===== src/pkg/hsic_pkg.sv =====
// Constants, register map and state codes of the hot-swap insertion control
package hsic_pkg;
	// Register word addresses on the plain register port
	localparam logic [7:0] HSIC_ADDR_HS_STAT   = 8'h00; // Hot-swap control and status
	localparam logic [7:0] HSIC_ADDR_MISC_TWO  = 8'h04; // Miscellaneous control two
	localparam logic [7:0] HSIC_ADDR_IRQ_STAT  = 8'h08; // Sticky event status
	localparam logic [7:0] HSIC_ADDR_IRQ_MASK  = 8'h0C; // Event mask
	localparam logic [7:0] HSIC_ADDR_BLK_STAT  = 8'h10; // Live block state
	// Field positions in the hot-swap control and status word
	localparam int HSIC_BIT_INS  = 0; // Insertion flag, write one to clear
	localparam int HSIC_BIT_EXT  = 1; // Extraction flag, write one to clear
	localparam int HSIC_BIT_LOO  = 2; // LED-on request
	localparam int HSIC_BIT_EIM  = 3; // ENUM mask
	// Field positions in miscellaneous control two
	localparam int HSIC_BIT_HOLD = 0; // Access hold
	// Event bits in the interrupt status and mask words
	localparam int HSIC_EV_INS   = 0; // Insertion flag was set
	localparam int HSIC_EV_EXT   = 1; // Extraction flag was set
	localparam int HSIC_EV_EJECT = 2; // Ejector latch changed
	localparam int HSIC_EV_W     = 3; // Number of events
	// Power-up option pin positions
	localparam int HSIC_OPT_EEPROM = 0; // EEPROM load enable
	localparam int HSIC_OPT_HOLD   = 1; // Access hold at power-up
	localparam int HSIC_OPT_MIN_W  = 2; // Fewest option pins the logic needs
	// Reset values
	localparam logic [3:0] HSIC_HS_RESET   = 4'h0;
	localparam logic [2:0] HSIC_MASK_RESET = 3'h0;
	// Sequencer states
	typedef enum logic [2:0]
	{
		HSIC_ST_RESET = 3'b000, // Internal reset active
		HSIC_ST_START = 3'b001, // First cycle out of reset
		HSIC_ST_LOAD  = 3'b010, // EEPROM load running
		HSIC_ST_HOLD  = 3'b011, // Access hold, config retried
		HSIC_ST_READY = 3'b100  // Enumerated, config accepted
	} hsic_state_t;
endpackage


===== src/hdl/hsic_top.sv =====
// Hot-swap insertion control: reset, LED, option capture, insertion and extraction flags
//
// Contract
// - Light LED when unhealthy or LED request set
// - Ejector low is open, high closed
// - LED off means pin released, not driven
// - Internal reset is unhealthy OR PCI reset
// - Unhealthy: stay reset, float all but LED
// - Healthy with PCI reset: drive local reset low
// - Capture options on healthy, PCI reset, local reset
// - Load EEPROM when leaving reset, if enabled
// - After load: insertion flag, ENUM, accept config
// - Access hold: withhold ENUM, retry config
// - Clearing hold completes insertion and enumeration
// - Host write clears insertion flag, ENUM released
// - Ejector falling edge sets extraction flag, ENUM
// - Host write clears extraction flag, ENUM released
//
// The strobed register port and the address map were left to the implementer.
`timescale 1ns/10ps
`default_nettype none
module hsic_top
	import hsic_pkg::*;
#(
	parameter int OPT_W = 4 // Number of power-up option pins
)
(
	input  wire logic             sys_clk_i,
	input  wire logic             rst_n_i,
	// Register port
	input  wire logic [7:0]       reg_addr_i,
	input  wire logic [31:0]      reg_wdata_i,
	input  wire logic             reg_wr_i,
	input  wire logic             reg_rd_i,
	output logic      [31:0]      reg_rdata_o,
	// Slot pins
	input  wire logic             backend_healthy_n_i,
	input  wire logic             ejector_switch_in_i,
	input  wire logic             pci_rst_n_i,
	input  wire logic             local_reset_in_n_i,
	input  wire logic [OPT_W-1:0] power_opt_i,
	output logic                  slot_led_pin_o,
	output logic                  slot_led_pin_oe_n_o,
	output logic                  enum_n_o,
	output logic                  enum_n_oe_n_o,
	output logic                  local_reset_out_n_o,
	output logic                  local_reset_out_n_oe_n_o,
	output logic                  outputs_float_o,
	// EEPROM loader handshake
	output logic                  eeprom_start_o,
	input  wire logic             eeprom_done_i,
	// Configuration cycle gating
	output logic                  config_accept_o,
	output logic                  config_retry_o,
	output logic                  irq_o
);
	// Elaboration check on option width
	if (OPT_W < HSIC_OPT_MIN_W)
	begin : g_bad_opt
		$error("hsic_top: OPT_W too small");
	end

	logic                rst_meta_reg;  // Reset release stage one
	logic                rst_n_reg;     // Released reset used everywhere
	logic                healthy_n_s;   // Filtered healthy, low = back-end up
	logic                eject_s;       // Filtered ejector, high = latch closed
	logic                pci_rst_n_s;   // Filtered PCI reset
	logic                lrst_in_n_s;   // Filtered local reset input
	logic [OPT_W-1:0]    opt_s;         // Filtered option pins
	logic                healthy_n_d_reg; // Previous values for edge detect
	logic                eject_d_reg;
	logic                pci_rst_n_d_reg;
	logic                lrst_in_n_d_reg;
	logic                int_reset;     // Internal reset
	logic                capture;       // Option capture event
	logic                eject_fall;    // Latch has just opened
	logic [OPT_W-1:0]    opt_reg;       // Captured power-up options
	hsic_state_t         state_reg;
	hsic_state_t         state_next;
	logic                ins_reg;
	logic                ext_reg;
	logic                loo_reg;
	logic                eim_reg;
	logic                hold_reg;      // Access hold control bit
	logic                ins_set;
	logic                ext_set;
	logic                hs_wr;
	logic                misc_wr;
	logic                mask_wr;
	logic [HSIC_EV_W-1:0] irq_stat_reg;
	logic [HSIC_EV_W-1:0] irq_mask_reg;
	logic [HSIC_EV_W-1:0] irq_ev;
	logic                irq_rd;
	logic [31:0]         rdata_next;

	// Release the asynchronous reset through two flops
	always_ff @(posedge sys_clk_i or negedge rst_n_i)
	begin
		if (!rst_n_i)
		begin
			rst_meta_reg <= 1'b0;
			rst_n_reg    <= 1'b0;
		end
		else
		begin
			rst_meta_reg <= 1'b1;
			rst_n_reg    <= rst_meta_reg;
		end
	end

	// Pin synchronisers; PCI reset comes up asserted, local reset input released, back-end unhealthy
	hsic_sync #(.WIDTH(4), .INIT(4'b1001)) u_sync_ctl
	(
		.sys_clk_i (sys_clk_i),
		.rst_n_i   (rst_n_reg),
		.pin_i     ({backend_healthy_n_i, ejector_switch_in_i,
		             pci_rst_n_i, local_reset_in_n_i}),
		.level_o   ({healthy_n_s, eject_s, pci_rst_n_s, lrst_in_n_s})
	);

	hsic_sync #(.WIDTH(OPT_W)) u_sync_opt
	(
		.sys_clk_i (sys_clk_i),
		.rst_n_i   (rst_n_reg),
		.pin_i     (power_opt_i),
		.level_o   (opt_s)
	);

	// Previous filtered levels for edge detection
	always_ff @(posedge sys_clk_i or negedge rst_n_reg)
	begin
		if (!rst_n_reg)
		begin
			healthy_n_d_reg <= 1'b1;
			eject_d_reg     <= 1'b0;
			pci_rst_n_d_reg <= 1'b0;
			lrst_in_n_d_reg <= 1'b1; // Idle high like its synchroniser, so no false capture
		end
		else
		begin
			healthy_n_d_reg <= healthy_n_s;
			eject_d_reg     <= eject_s;
			pci_rst_n_d_reg <= pci_rst_n_s;
			lrst_in_n_d_reg <= lrst_in_n_s;
		end
	end

	assign int_reset  = healthy_n_s | ~pci_rst_n_s;
	assign capture    = (healthy_n_d_reg & ~healthy_n_s) |
	                    (~pci_rst_n_d_reg & pci_rst_n_s) |
	                    (~lrst_in_n_d_reg & lrst_in_n_s);
	// low means open, so a fall is opening
	assign eject_fall = eject_d_reg & ~eject_s;

	// Power-up option capture; kept through internal reset so reset exit sees it
	always_ff @(posedge sys_clk_i or negedge rst_n_reg)
	begin
		if (!rst_n_reg)
		begin
			opt_reg <= '0;
		end
		else if (capture)
		begin
			opt_reg <= opt_s;
		end
	end

	// Register port decode
	assign hs_wr   = reg_wr_i && (reg_addr_i == HSIC_ADDR_HS_STAT);
	assign misc_wr = reg_wr_i && (reg_addr_i == HSIC_ADDR_MISC_TWO);
	assign mask_wr = reg_wr_i && (reg_addr_i == HSIC_ADDR_IRQ_MASK);
	assign irq_rd  = reg_rd_i && (reg_addr_i == HSIC_ADDR_IRQ_STAT);

	// Sequencer next state
	always_comb
	begin
		state_next = state_reg;
		case (state_reg)
			HSIC_ST_RESET:
			begin
				// leave reset once healthy and PCI reset released
				if (!int_reset)
				begin
					state_next = HSIC_ST_START;
				end
			end
			HSIC_ST_START:
			begin
				if (opt_reg[HSIC_OPT_EEPROM])
				begin
					state_next = HSIC_ST_LOAD;
				end
				else if (hold_reg)
				begin
					state_next = HSIC_ST_HOLD;
				end
				else
				begin
					state_next = HSIC_ST_READY;
				end
			end
			HSIC_ST_LOAD:
			begin
				// finish load, then hold or go ready
				if (eeprom_done_i)
				begin
					state_next = hold_reg ? HSIC_ST_HOLD : HSIC_ST_READY;
				end
			end
			HSIC_ST_HOLD:
			begin
				if (!hold_reg)
				begin
					state_next = HSIC_ST_READY;
				end
			end
			HSIC_ST_READY:
			begin
				state_next = HSIC_ST_READY;
			end
			default:
			begin
				state_next = HSIC_ST_RESET;
			end
		endcase
	end

	// Sequencer state; internal reset overrides every state
	always_ff @(posedge sys_clk_i or negedge rst_n_reg)
	begin
		if (!rst_n_reg)
		begin
			state_reg <= HSIC_ST_RESET;
		end
		else if (int_reset)
		begin
			state_reg <= HSIC_ST_RESET;
		end
		else
		begin
			state_reg <= state_next;
		end
	end

	// Insertion set on entering ready; extraction on latch opening when ready
	assign ins_set = (state_reg != HSIC_ST_READY) && (state_next == HSIC_ST_READY) && !int_reset;
	assign ext_set = (state_reg == HSIC_ST_READY) && eject_fall;

	// Hot-swap flags; a set in the clearing cycle wins
	always_ff @(posedge sys_clk_i or negedge rst_n_reg)
	begin
		if (!rst_n_reg)
		begin
			ins_reg <= HSIC_HS_RESET[HSIC_BIT_INS];
			ext_reg <= HSIC_HS_RESET[HSIC_BIT_EXT];
			loo_reg <= HSIC_HS_RESET[HSIC_BIT_LOO];
			eim_reg <= HSIC_HS_RESET[HSIC_BIT_EIM];
		end
		else if (int_reset)
		begin
			ins_reg <= HSIC_HS_RESET[HSIC_BIT_INS];
			ext_reg <= HSIC_HS_RESET[HSIC_BIT_EXT];
			loo_reg <= HSIC_HS_RESET[HSIC_BIT_LOO];
			eim_reg <= HSIC_HS_RESET[HSIC_BIT_EIM];
		end
		else
		begin
			if (ins_set)
			begin
				ins_reg <= 1'b1;
			end
			else if (hs_wr && reg_wdata_i[HSIC_BIT_INS])
			begin
				ins_reg <= 1'b0;
			end
			if (ext_set)
			begin
				ext_reg <= 1'b1;
			end
			else if (hs_wr && reg_wdata_i[HSIC_BIT_EXT])
			begin
				ext_reg <= 1'b0;
			end
			// LED request and ENUM mask are plain read/write
			if (hs_wr)
			begin
				loo_reg <= reg_wdata_i[HSIC_BIT_LOO];
				eim_reg <= reg_wdata_i[HSIC_BIT_EIM];
			end
		end
	end

	// Access hold bit: loaded from its option pin, cleared by the local host
	always_ff @(posedge sys_clk_i or negedge rst_n_reg)
	begin
		if (!rst_n_reg)
		begin
			hold_reg <= 1'b0;
		end
		else if (capture)
		begin
			hold_reg <= opt_s[HSIC_OPT_HOLD];
		end
		else if (misc_wr)
		begin
			hold_reg <= reg_wdata_i[HSIC_BIT_HOLD];
		end
	end

	// Pin drivers, all registered
	always_ff @(posedge sys_clk_i or negedge rst_n_reg)
	begin
		if (!rst_n_reg)
		begin
			slot_led_pin_o           <= 1'b0;
			slot_led_pin_oe_n_o      <= 1'b0;
			enum_n_o                 <= 1'b0;
			enum_n_oe_n_o            <= 1'b1;
			local_reset_out_n_o      <= 1'b0;
			local_reset_out_n_oe_n_o <= 1'b1;
			outputs_float_o          <= 1'b1;
		end
		else
		begin
			slot_led_pin_o      <= 1'b0;
			slot_led_pin_oe_n_o <= ~(healthy_n_s | loo_reg);
			enum_n_o            <= 1'b0;
			enum_n_oe_n_o       <= ~((ins_reg | ext_reg) && !eim_reg &&
			                         (state_reg == HSIC_ST_READY) && !int_reset);
			// local reset follows PCI reset while healthy
			local_reset_out_n_o      <= pci_rst_n_s;
			local_reset_out_n_oe_n_o <= healthy_n_s;
			outputs_float_o          <= healthy_n_s;
		end
	end

	// EEPROM start pulse and configuration gating
	always_ff @(posedge sys_clk_i or negedge rst_n_reg)
	begin
		if (!rst_n_reg)
		begin
			eeprom_start_o  <= 1'b0;
			config_accept_o <= 1'b0;
			config_retry_o  <= 1'b0;
		end
		else
		begin
			eeprom_start_o  <= (state_next == HSIC_ST_LOAD) &&
			                   (state_reg != HSIC_ST_LOAD) && !int_reset;
			config_accept_o <= (state_next == HSIC_ST_READY) && !int_reset;
			config_retry_o  <= !int_reset && ((state_next == HSIC_ST_LOAD) ||
			                   (state_next == HSIC_ST_HOLD) ||
			                   (state_next == HSIC_ST_START));
		end
	end

	// Event sources for the interrupt status
	assign irq_ev = {eject_s != eject_d_reg, ext_set, ins_set};

	// Sticky status, cleared by reading, set wins
	always_ff @(posedge sys_clk_i or negedge rst_n_reg)
	begin
		if (!rst_n_reg)
		begin
			irq_stat_reg <= '0;
		end
		else
		begin
			irq_stat_reg <= (irq_rd ? '0 : irq_stat_reg) | irq_ev;
		end
	end

	// Mask register, one enables an event
	always_ff @(posedge sys_clk_i or negedge rst_n_reg)
	begin
		if (!rst_n_reg)
		begin
			irq_mask_reg <= HSIC_MASK_RESET;
		end
		else if (mask_wr)
		begin
			irq_mask_reg <= reg_wdata_i[HSIC_EV_W-1:0];
		end
	end

	// Interrupt level from a flop
	always_ff @(posedge sys_clk_i or negedge rst_n_reg)
	begin
		if (!rst_n_reg)
		begin
			irq_o <= 1'b0;
		end
		else
		begin
			irq_o <= |(((irq_rd ? '0 : irq_stat_reg) | irq_ev) & irq_mask_reg);
		end
	end

	// Read mux; unmapped addresses read zero
	always_comb
	begin
		rdata_next = 32'h0000_0000;
		case (reg_addr_i)
			HSIC_ADDR_HS_STAT:
			begin
				rdata_next[HSIC_BIT_INS] = ins_reg;
				rdata_next[HSIC_BIT_EXT] = ext_reg;
				rdata_next[HSIC_BIT_LOO] = loo_reg;
				rdata_next[HSIC_BIT_EIM] = eim_reg;
			end
			HSIC_ADDR_MISC_TWO:
			begin
				rdata_next[HSIC_BIT_HOLD] = hold_reg;
			end
			HSIC_ADDR_IRQ_STAT:
			begin
				rdata_next[HSIC_EV_W-1:0] = irq_stat_reg;
			end
			HSIC_ADDR_IRQ_MASK:
			begin
				rdata_next[HSIC_EV_W-1:0] = irq_mask_reg;
			end
			HSIC_ADDR_BLK_STAT:
			begin
				// State, latch, healthy, PCI reset, then captured options from bit 8
				rdata_next[2:0]         = state_reg;
				rdata_next[3]           = eject_s;
				rdata_next[4]           = healthy_n_s;
				rdata_next[5]           = pci_rst_n_s;
				rdata_next[8+:OPT_W]    = opt_reg;
			end
			default:
			begin
				rdata_next = 32'h0000_0000;
			end
		endcase
	end

	// Read data stands only in the cycle after the strobe
	always_ff @(posedge sys_clk_i or negedge rst_n_reg)
	begin
		if (!rst_n_reg)
		begin
			reg_rdata_o <= 32'h0000_0000;
		end
		else
		begin
			reg_rdata_o <= reg_rd_i ? rdata_next : 32'h0000_0000;
		end
	end
endmodule
`default_nettype wire


===== src/hdl/hsic_sync.sv =====
// Three-stage pin synchroniser that accepts a change once stages two and three agree
`timescale 1ns/10ps
`default_nettype none
module hsic_sync
	import hsic_pkg::*;
#(
	parameter int WIDTH = 1,
	parameter logic [WIDTH-1:0] INIT = '0
)
(
	input  wire logic             sys_clk_i,
	input  wire logic             rst_n_i,
	input  wire logic [WIDTH-1:0] pin_i,
	output logic      [WIDTH-1:0] level_o
);
	logic [WIDTH-1:0] meta_reg;  // First stage, read only by the second
	logic [WIDTH-1:0] mid_reg;   // Second stage
	logic [WIDTH-1:0] late_reg;  // Third stage
	logic [WIDTH-1:0] level_next;

	// Accept a new level only where the two settled stages agree
	always_comb
	begin
		level_next = level_o;
		for (int i = 0; i < WIDTH; i++)
		begin
			if (mid_reg[i] == late_reg[i])
			begin
				level_next[i] = mid_reg[i];
			end
		end
	end

	// Shift chain plus filtered output
	always_ff @(posedge sys_clk_i or negedge rst_n_i)
	begin
		if (!rst_n_i)
		begin
			meta_reg <= INIT;
			mid_reg  <= INIT;
			late_reg <= INIT;
			level_o  <= INIT;
		end
		else
		begin
			meta_reg <= pin_i;
			mid_reg  <= meta_reg;
			late_reg <= mid_reg;
			level_o  <= level_next;
		end
	end
endmodule
`default_nettype wire


===== config.mk =====
export PLATFORM = sky130hd
export DESIGN_NAME = hsic_top
export DESIGN_NICKNAME = d
export VERILOG_FILES = /design/src/pkg/hsic_pkg.sv /design/src/hdl/hsic_top.sv /design/src/hdl/hsic_sync.sv
export SDC_FILE = /design/constraint.sdc
export NUM_CORES = 1
export LEC_CHECK = 0
export ABC_CLOCK_PERIOD_IN_PS = 2000
export BUFFER_PORTS_ARGS = -buffer_cell sky130_fd_sc_hd__buf_2
export CAP_MARGIN = 20
export CORE_MARGIN = 2
export CORE_UTILIZATION = 45
export CTS_CLUSTER_DIAMETER = 60
export DETAILED_ROUTE_END_ITERATION = 8
export HOLD_SLACK_MARGIN = 0.05
export PLACE_DENSITY = 0.81
export SETUP_SLACK_MARGIN = 0.4
export SLEW_MARGIN = 20
export SYNTH_ARGS = -nofsm -noshare
export SYNTH_HDL_FRONTEND = slang
export SYNTH_SLANG_ARGS = --single-unit

===== constraint.sdc =====
create_clock -name sys_clk_i -period 2 [get_ports sys_clk_i]
set_input_delay 0.2 -clock sys_clk_i [delete_from_list [all_inputs] [get_ports sys_clk_i]]
set_output_delay 0.2 -clock sys_clk_i [all_outputs]
set_load 0.02 [all_outputs]

# ---- After elaboration in Yosys (flattened, before gate mapping)
# Cells that the tools add are included.
dict set report classes {
  n_reduce_logical 27
  n_eq_ne 23
  n_mux 26
  bitwise_logic 18
}
# cell count
set op_table {}
lappend op_table {{$mux 3} 7}
lappend op_table {{$eq 8x4->1 const B} 2}
lappend op_table {{$logic_and 1x1->1} 16}
lappend op_table {{$pmux 3 s5} 1}
lappend op_table {{$eq 3x2->1 const B} 4}
lappend op_table {{$mux 1} 12}
lappend op_table {{$mux 12} 1}
lappend op_table {{$eq 1x1->1} 8}
lappend op_table {{$eq 8x3->1 const B} 1}
lappend op_table {{$eq 8x5->1 const B} 1}
lappend op_table {{$logic_not 8->1} 1}
lappend op_table {{$pmux 2 s4} 1}
lappend op_table {{$not 1->1} 7}
lappend op_table {{$eq 3x1->1 const B} 2}
lappend op_table {{$eq 3x3->1 const B} 2}
lappend op_table {{$reduce_bool 3->1} 2}
lappend op_table {{$or 1x1->1} 5}
lappend op_table {{$pmux 1 s5} 1}
lappend op_table {{$and 1x1->1} 4}
lappend op_table {{$mux 4} 1}
lappend op_table {{$reduce_bool 2->1} 2}
lappend op_table {{$and 3x3->3} 1}
lappend op_table {{$logic_not 3->1} 1}
lappend op_table {{$ne 3x2->1 const B} 1}
lappend op_table {{other kinds (8)} 10}
dict set report totals {
  out_inout_bits 43
  regBits 74
  elab_cells 130
  in_bits 53
}

# ---- Logic depth before layout (Yosys ltp)
# Gate-level depths: netlist of the first run.
dict set report depth {
  word_depth 10
  ltp_mapped 5
  mapped_depth_nobuf 5
}

# ---- Hierarchy
# A second synthesis of the first run with hierarchy kept.
dict set report hier_totals {
  hier_cells 214
  area_unflattened_um2 2829.0
}
# module cells_per_inst n_inst area_each_um2 seq_area_each_um2
set modules_own_cells {}
lappend modules_own_cells {hsic_top 174 1 1928.1 1004.7}
lappend modules_own_cells {{hsic_sync (u_sync_ctl)} 20 1 455.4 410.4}
lappend modules_own_cells {{hsic_sync (u_sync_opt)} 20 1 445.4 400.4}

# ---- Least setup slack after synthesis of the first run
# OpenSTA, ideal clock, no wires.
dict set report synth_timing {
  path_kind {register to register}
  from {register u_sync_ctl.level_o[2]}
  to {register irq_o}
  slack_ns 0.670
  required_time_ns 1.874
  setup_ns 0.126
  stages_incl_launch_ff 6
  t_arrival_ns 1.204
  n_path_buf 0
  synth_period_minus_slack_ns 1.330
  cell_sequence {dfrtp_1 inv_1 ha_1 inv_1 a22o_1 a311o_1}
}
dict set report synth_via {
  elab_chain_cells 6
  elab_cells_between_ends 7
  cone_classes {eq/ne: 1; bitwise: 4; reduce/logical: 2}
}
# element line
set synth_lines {}
lappend synth_lines {{start: declaration} hsic_sync.sv:14} ;# output logic [WIDTH-1:0] level_o
lappend synth_lines {{start signal: assignment} hsic_sync.sv:49} ;# level_o <= level_next;
lappend synth_lines {{$not 1->1} hsic_top.sv:153} ;# assign eject_fall = eject_d_reg & ~eject_s;
lappend synth_lines {{$and 1x1->1} hsic_top.sv:153}
lappend synth_lines {{$logic_and 1x1->1} hsic_top.sv:247} ;# assign ext_set = (state_reg == HSIC_ST_READY) && eject_fall;
lappend synth_lines {{$or 3x3->3 *} hsic_top.sv:395} ;# irq_o <= |(((irq_rd ? '0 : irq_stat_reg) | irq_ev) & irq_mask_reg);
lappend synth_lines {{$and 3x3->3 *} hsic_top.sv:395}
lappend synth_lines {{$reduce_or 3->1 *} hsic_top.sv:395}
lappend synth_lines {{end signal: assignment} hsic_top.sv:395}
lappend synth_lines {{end: declaration} hsic_top.sv:55} ;# output logic irq_o
# Mark *: on every way between the ends. The rest lies on a longest branch, timed or not.
# A chain may end at the register's enable or synchronous reset.

# ---- Worst setup path after layout of the first run
dict set report layout_timing {
  from {register u_sync_ctl.level_o[3]}
  to {register irq_o}
}
dict set report layout_via {
  elab_chain_cells 9
  elab_cells_between_ends 10
  cone_classes {eq/ne: 1; mux: 2; bitwise: 3; reduce/logical: 4}
}
# element line
set layout_lines {}
lappend layout_lines {{$or 1x1->1 *} hsic_top.sv:148} ;# assign int_reset = healthy_n_s | ~pci_rst_n_s;
lappend layout_lines {{$mux 3} hsic_top.sv:182} ;# if (!int_reset)
lappend layout_lines {{$pmux 3 s5} hsic_top.sv:178} ;# case (state_reg)
lappend layout_lines {{$eq 3x3->1} hsic_top.sv:246} ;# assign ins_set = (state_reg != HSIC_ST_READY) && (state_next == HSIC_ST_READY) && !int_reset;
lappend layout_lines {{$logic_and 1x1->1} hsic_top.sv:246}
lappend layout_lines {{$logic_and 1x1->1 *} hsic_top.sv:246}
lappend layout_lines {{$or 3x3->3 *} hsic_top.sv:395}
lappend layout_lines {{$and 3x3->3 *} hsic_top.sv:395}
lappend layout_lines {{$reduce_or 3->1 *} hsic_top.sv:395}
# Marked as above.

==> results of run 1 <==
[repair_timing]
item | in CTS | in global routing
gates resized for setup | 0 | 1
setup endpoints to repair | 0 | 1
endpoints found under the hold margin | 10 | 0
hold buffers | 9 | 0
[per-layer routing]
layer | track usage (%) | vias to the layer above
met5 | 0 | -
met4 | 6.74 | 0
met3 | 5.54 | 10
met2 | 23.8 | 54
met1 | 17.9 | 865
li1 | - | 825
[Yosys cell counts (3+ instances only)]
library cell and n:
dfrtp_1 61, a31oi_1 3, buf_4 25, inv_1 5
nand2b_1 5, and3_1 3, nor2_1 7, and2_1 6
mux2_4 3, dfstp_2 11, o21ai_0 5, nand4_1 4
a21oi_1 8, nand3_1 4, nand3b_1 4, mux2_2 4
maj3_1 8, o21a_1 3
[final timing paths]
check                                          to                  start  slack, ns
max reg2reg                                 irq_o  u_sync_ctl.level_o[3]       0.54
max                                         irq_o  u_sync_ctl.level_o[3]       0.54
min in group asynchronous               rst_n_reg                rst_n_i       0.16
max in group asynchronous           enum_n_oe_n_o              rst_n_reg       1.27
min reg2reg                u_sync_opt.meta_reg[2]              rst_n_reg       0.25
min                               irq_mask_reg[2]         reg_wdata_i[2]       0.11
[report_power, final]
group / switching [uW] / internal [uW] / total [uW]
logic: 196 / 145 / 340
registers: 78.7 / 1580 / 1660
clock network: 535 / 448 / 983
[logic make-up (layout without fill, tap and decap cells)]
group | after synthesis | in the layout
adder cells (fa/ha/maj) | 9 | 9
flip-flops | 72 | 72
buffers and inverters | 33 | 76
AO/OA/AOI/OAI | 35 | 35
AND/OR/NAND/NOR | 52 | 52
multiplexers | 9 | 9
other | 2 | 25
[final cells by class]
type	count	area [um^2]	area share, %
clock inverter	7	47.5	1.41
multi-input combinational	130	930	27.7
clock buffer	9	124	3.69
tap	77	96.3	2.87
sequential	72	1820	54.1
inverter	5	18.8	0.558
timing repair buffer	55	328	9.75
[through the flow]
| stage | setup WS [ns] | hold slack [ns] | total power, uW | cells | area, um^2 |
|---|---|---|---|---|---|
| final | 0.541 | 0.106 | 2980 | 355 | 3360 |
| after global routing | 0.485 | 0.106 | 3140 | 355 | 3360 |
| after CTS | 0.452 | 0.0914 | 3020 | 355 | 3350 |
| after detailed placement | 0.460 | -0.0131 | 2010 | 330 | 3090 |
| after global placement | 0.473 | -0.0140 | 2000 | 330 | 3090 |
| after floorplan | 0.670 | -0.0956 | 1940 | 235 | 2960 |
[critical path, delay by kind of cell (launching register included)]
kind / cells / cell delay, ns
flops: 1 / 0.57
compound gates: 1 / 0.34
simple gates: 2 / 0.43
==> flow_summary.ini, run 1 <==
[floorplanning]
dieArea_um2 = 7040
start_util_pct = 45.8
rows = 29
design.core.area_um2 = 6280
die_x_um = 83.9
io_pins = 96
dieHeight_um = 83.9

[detailed_routing]
met3_length_um = 281
drt-wirelength-per-cell_um = 13.7
remaining_drc_errors = 0
drt_wl_total_um = 4850
via_count = 1754
drt-initial-drc-count = 41
wl_met2_um = 2450
wl_met1_um = 2020
via_per_inst = 4.94
routed.top_layer = met4
firstDrtPassIters = 4
postRouteAntennaNets = 0

[worst_setup_path]
critical_path_class = flip-flop to flip-flop
arrival_ns = 1.69
slowest_stage = dfstp_2
worstSetupEndpointType = flip-flop
critPathLaunchType = flip-flop
path_cells = nand2b_1, nor2_1, a311o_1
critical_path.max_fanout = 6
crit_required_ns = 2.23
worst-r2r-cell-count = 3
max_stage_delay_ns = 0.57

[pwr]
power_density_nw_per_um2 = 886
p_leak_uw = 0.00157
ir_worst_vdd_uv = 521

[logic_synthesis]
synth_cell_types = 51
netlist_instances = 212
syn_avg_cell_area_um2 = 13.6
synth_area_um2 = 2870
synth_xor_area_share_pct = 0
ys.flop_type = dfrtp_1
ys_seq_elements = 72
synth-simple-area-share_pct = 12.8
synth_area_leaders = dfrtp_1, dfstp_2, buf_4
synth-compound-area-share_pct = 8.54
ys_seq_area_share_pct = 63.2
async_flop_share_pct = 100
ys_warn_count = 0
synth.top_cell.area_share_pct = 53.1
yosysTopAreaCell = dfrtp_1
synth_top_family_by_area = simple AND/OR/NAND/NOR gates
synth_edf_count = 0
muxShareOfSynthArea_pct = 4.27
synthAdderAreaFrac_pct = 3.22

[hold_path]
hold_class = primary input to flip-flop
hold_depth = 2

[clock_tree]
cts_made_buffers = 9
cts.clk_slew.worst_paths_ns = 0.07
cts_root_buf = clkbuf_8
cts_sinks = 72
cts_tree = yes
clock_latency_ns = 0.34
htreeDepth = 3
cts_buffer_depth = 2
cts_setup_buffers = 0

[place]
gp_congestion = 0.919
hpwlAfterDp_um = 3420
portBuffers = 43

[job]
drv_cap = 0

[layout]
area_delta_synth_final_pct = 17.0
nFillCells = 538
layout_common_cells = dfrtp_1, buf_2, conb_1, dfstp_2
finish.utilization_pct = 53.5
final_common_cell = dfrtp_1
largest_reg_flops = 10
top_register = reg_rdata_o
nNetsFinal = 327
diodes = 0
drive_above_1_share_pct = 33.5

[timing]
slew_headroom_pct = 63.7
fmax_ghz = 0.686
setup_viol = 0
hold_viol_final = 0
fin_worst_skew_ns = 0.00797
min_period_ns = 1.46
slew_violations = 0
rsz0062_at_grt = no
worst_pin_slew_ns = 0.545
period_share_pct = 72.9
finalSetupTns_ns = 0

[global_routing]
grt_max_degree = 46
grt.total_usage_pct = 14.9
antenna_found_initial = 0
grt_first_pass_wirelength_um = 8020
grt-ovfl-total = 0
grt_pass1_vias = 1729

[status]
status = completed
No activity file was read; power rests on OpenSTA's default activity.
==> inputs of run 2 (changes only) <==
- ABC_CLOCK_PERIOD_IN_PS: 2000 -> 1500
- CORE_UTILIZATION: 45 -> 50
- PLACE_DENSITY: 0.81 -> 0.85
- clock period: 2 -> 1.5 ns (I/O delays scaled with it)
==> run 2 against run 1 <==
Die area fell by 9.5%. Largest power group unchanged. Critical path depth rose by 2. Combinational power rose by 91%. Sequential cell count did not move. Clock power rose by 71%.
==> flow_summary.ini, run 2 (same netlist as run 1, synthesis figures left out) <==
[clock_tree]
cts_root_buf = clkbuf_8
cts_buffer_depth = 2
cts_sinks = 72
cts_tree = yes
clock_latency_ns = 0.34
htreeDepth = 3
cts_made_buffers = 9
cts.clk_slew.worst_paths_ns = 0.07

[hold_path]
hold_class = primary input to flip-flop
hold_depth = 2

[worst_setup_path]
worst-r2r-cell-count = 5
worstSetupEndpointType = flip-flop
reg2reg_to = irq_o
critical_path.max_fanout = 3
crit_required_ns = 1.72
cp-startpoint = u_sync_ctl.level_o[2]
rr_startpoint = u_sync_ctl.level_o[2]
cp-endpoint = irq_o
arrival_ns = 1.58
r2r_slack_ns = 0.13
critPathLaunchType = flip-flop
critical_path_class = flip-flop to flip-flop

[timing]
fin_worst_skew_ns = 0.00935
period_share_pct = 91.1
fmax_ghz = 0.732
finalWorstSetupSlack_ns = 0.134
slew_violations = 0
hold_viol_final = 0
setup_viol = 0
min_period_ns = 1.37
finalSetupTns_ns = 0
rsz0062_at_grt = yes

[layout]
drive_above_1_share_pct = 45.7
final_area_um2 = 3760
top_register = reg_rdata_o
area_delta_synth_final_pct = 30.8
diodes = 0
final_common_cell = dfrtp_1
largest_reg_flops = 10
nNetsFinal = 349
layout_common_cells = dfrtp_1, buf_2, conb_1, buf_4
finish.utilization_pct = 67.8

[global_routing]
antenna_found_initial = 0
grt.total_usage_pct = 19.5
grt_first_pass_wirelength_um = 9120
grt_max_degree = 36
met2_usage_pct = 31.5
grt_busiest_layer = met2
grt-ovfl-total = 0
grtUsageMet1_pct = 24.0
grt_util_met3_pct = 6.22
grt_pass1_vias = 1860

[detailed_routing]
via_per_inst = 5.19
remaining_drc_errors = 0
postRouteAntennaNets = 0
drt-wirelength-per-cell_um = 15.7
drt-initial-drc-count = 87
firstDrtPassIters = 5
drt_wl_total_um = 5850
via_count = 1930

[pwr]
ir_worst_vdd_uv = 948
power_frac_clock_pct = 36.7
p_int_uw = 3450
comb_power_share_pct = 14.2
p_leak_uw = 0.00177
power_density_nw_per_um2 = 1210
p_switching_uw = 1110
swShare_pct = 24.4
power_frac_seq_pct = 49.1

[place]
dpl_cell_area_um2 = 3220
gp_congestion = 0.885
portBuffers = 43
detailedPlace.worstSlack_ns = 0.158
hpwlAfterDp_um = 3740

[floorplanning]
start_util_pct = 51.9
dieHeight_um = 79.8
io_pins = 96
dieArea_um2 = 6370
die_x_um = 79.8
rows = 27
design.core.area_um2 = 5540

[status]
status = completed

[job]
drv_cap = 0
==> run 2: power groups by stage <==
stage	sequential (uW)	combinational, uW	clock, uW
2_1_floorplan	2270	369	0
3_3_place_gp	2250	487	0
3_5_place_dp	2270	500	0
4_1_cts	2240	583	1720
5_1_grt	2250	698	1810
6_report	2240	649	1680
==> run 2: worst min-delay path by stage <==
stage / endpoint / from / slack (ns)
2_1_floorplan: rst_meta_reg / rst_n_i / -0.15
3_3_place_gp: rst_meta_reg / rst_n_i / -0.06
3_5_place_dp: rst_meta_reg / rst_n_i / -0.06
4_1_cts: irq_mask_reg[1] / reg_wdata_i[1] / 0.06
5_1_grt: irq_mask_reg[1] / reg_wdata_i[1] / 0.06
6_report: irq_mask_reg[1] / reg_wdata_i[1] / 0.08
==> run 2: critical path: stages (launching register included) <==
cell and delay (ns):
dfrtp_1 0.37, inv_2 0.05, ha_4 0.15, nor4bb_4 0.16, a22o_1 0.18, a311o_1 0.33
==> run 2: area by class of cell <==
class                      count  area, um^2
multi-input combinational    130        1060
timing repair buffer          77         539
sequential                    72        1830
tap                           72        90.1
clock buffer                  13         159
clock inverter                 3        65.1
inverter                       5        21.3
fill                         400        1780
==> run 2: timing repair <==
item                                    4_1_cts  5_1_grt
cloned                                        0        0
resized for setup                            18       11
hold endpoints to repair                     10        0
endpoints found under the setup margin       20       20
setup buffers                                10        7
hold buffers                                  9        0
pin swaps                                     1        4
==> run 2: per-layer routing <==
layer  routed length [um]  up-vias  share of wire, %
met3                  384       13               6.6
met4                  163        0               2.8
met5                    0        -                 0
met2                 2970       82                51
li1                     -      870                 -
met1                 2330      965                40
==> run 2: through the flow <==
stage / std cells / hold WS, ns / total power, uW
2_1_floorplan: 235 / -0.146 / 2640
3_3_place_gp: 330 / -0.0645 / 2740
3_5_place_dp: 330 / -0.0625 / 2770
4_1_cts: 365 / 0.0636 / 4550
5_1_grt: 372 / 0.0615 / 4760
6_report: 372 / 0.0765 / 4560
==> inputs of run 3 (changes only) <==
- ABC_CLOCK_PERIOD_IN_PS: 1500 -> 1650
- CORE_UTILIZATION: 50 -> 51
- PLACE_DENSITY: 0.85 -> 0.87
- clock period: 1.5 -> 1.65 ns (I/O delays scaled with it)
==> run 3 against run 2 <==
Total power shrank 16%. Sequential power is 9.8% lower. Via count fell by 6.0%. Critical path depth shrank 2. Non-clock buffer count shrank 15. Sequential share of layout area up 3.3 points. Clock skew down 0.0030 ns. Register-to-register slack improved by 0.15 ns. Combinational power is 27% lower. Clock power shrank 21%. Critical path type unchanged. Largest cell class unchanged.
==> flow_summary.ini, run 3 (same netlist as run 1, synthesis figures left out) <==
[status]
status = completed

[layout]
largest_reg_flops = 10
nFillCells = 445
area_delta_synth_final_pct = 22.1
drive_above_1_share_pct = 37.5
final_common_cell = dfrtp_1
nNetsFinal = 334
final_cells = 357
finish.utilization_pct = 64.1
top_register = reg_rdata_o
layout_common_cells = dfrtp_1, buf_2, conb_1, dfstp_2, buf_4
diodes = 0

[worst_setup_path]
critical_path.max_fanout = 2
critPathTopFamily = compound AO/OA/AOI/OAI gates
max_stage_delay_ns = 0.40
r2r_slack_ns = 0.28
reg2reg_to = irq_o
crit_buf_inv = 0
rr_startpoint = irq_mask_reg[2]
worstSetupEndpointType = flip-flop
path_cells = a222oi_1, a31oi_1, a311o_1
worst-r2r-cell-count = 3
slowest_stage = dfrtp_1
arrival_ns = 1.58
critPathLaunchType = flip-flop
critical_path_class = flip-flop to flip-flop
crit_required_ns = 1.86

[place]
place_inst = 327
hpwlAfterDp_um = 3760
gp_congestion = 0.884
portBuffers = 43

[timing]
timing.hold.ws_ns = 0.0740
fmax_ghz = 0.732
hold_viol_final = 0
min_period_ns = 1.37
setup_viol = 0
fin_worst_skew_ns = 0.00633
finalSetupTns_ns = 0
rsz0062_at_grt = yes
slew_violations = 0
period_share_pct = 82.8

[pwr]
p_leak_uw = 0.00163
power_density_nw_per_um2 = 1090
ir_worst_vdd_uv = 707

[detailed_routing]
via_per_inst = 5.08
remaining_drc_errors = 0
via_count = 1814
drt_wl_total_um = 5370
drt-wirelength-per-cell_um = 15.0
drt-initial-drc-count = 119
firstDrtPassIters = 4
postRouteAntennaNets = 0

[global_routing]
antenna_found_initial = 0
grt-ovfl-total = 0
grt_max_degree = 36
grt_first_pass_wirelength_um = 8810
grt_pass1_vias = 1863
grt.total_usage_pct = 18.7

[clock_tree]
cts_tree = yes
htreeDepth = 3
cts_buffer_depth = 2
cts.clk_slew.worst_paths_ns = 0.07
cts_sinks = 72
clock_latency_ns = 0.34
cts_made_buffers = 9
cts_root_buf = clkbuf_8

[floorplanning]
dieHeight_um = 79.1
die_x_um = 79.1
io_pins = 96
start_util_pct = 52.5
dieArea_um2 = 6250
design.core.area_um2 = 5470
rows = 27

[hold_path]
hold_class = primary input to flip-flop
holdPathEnd = irq_mask_reg[2]
min_from = reg_wdata_i[2]
hold_depth = 2

[job]
drv_cap = 0
[run 3: power breakdown]
part	switching (uW)	leakage [uW]	internal (uW)
clock	615	0.0000839	701
combinational	257	0.000671	220
sequential	111	0.000874	1910
[run 3: through the flow]
stage / area, um^2 / worst slack (ns) / power (uW)
CTS: 3470 / 0.319 / 3830
detailed placement: 3150 / 0.208 / 2470
global placement: 3150 / 0.215 / 2450
finish: 3510 / 0.284 / 3820
floorplan: 2990 / 0.392 / 2360
global route: 3510 / 0.284 / 4000
[run 3: worst max-delay path by stage]
stage / startpoint / endpoint / slack [ns] / cells after the start
after floorplan: u_sync_ctl.level_o[2] / irq_o / 0.39 / 5
after global placement: u_sync_ctl.level_o[3] / irq_o / 0.21 / 3
after detailed placement: u_sync_ctl.level_o[3] / irq_o / 0.21 / 3
after CTS: irq_mask_reg[2] / irq_o / 0.32 / 3
after global routing: irq_mask_reg[2] / irq_o / 0.28 / 3
final: irq_mask_reg[2] / irq_o / 0.28 / 3
[run 3: cell type report]
| class | count | area (um^2) | share of cell area, % |
|---|---|---|---|
| clock buffer | 13 | 139 | 3.96 |
| clock inverter | 3 | 45.0 | 1.28 |
| inverter | 5 | 18.8 | 0.535 |
| multi-input combinational | 130 | 997 | 28.4 |
| sequential | 72 | 1820 | 51.9 |
| tap | 72 | 90.1 | 2.57 |
| timing repair buffer | 62 | 398 | 11.3 |
[run 3: repair_timing]
item | 4_1_cts | 5_1_grt
hold buffers | 9 | 0
setup buffers | 3 | 2
setup endpoints to repair | 10 | 9
resized for setup | 7 | 5
hold endpoints to repair | 10 | 0
pin swaps | 3 | 0
[run 3: per-layer routing]
metal	global-route usage, %	vias to the layer above	share of wire [%]
li1	-	841	-
met1	23.8	890	41
met2	30.1	70	51
met3	4.20	13	5.6
met4	9.66	0	2.3
met5	0	-	0
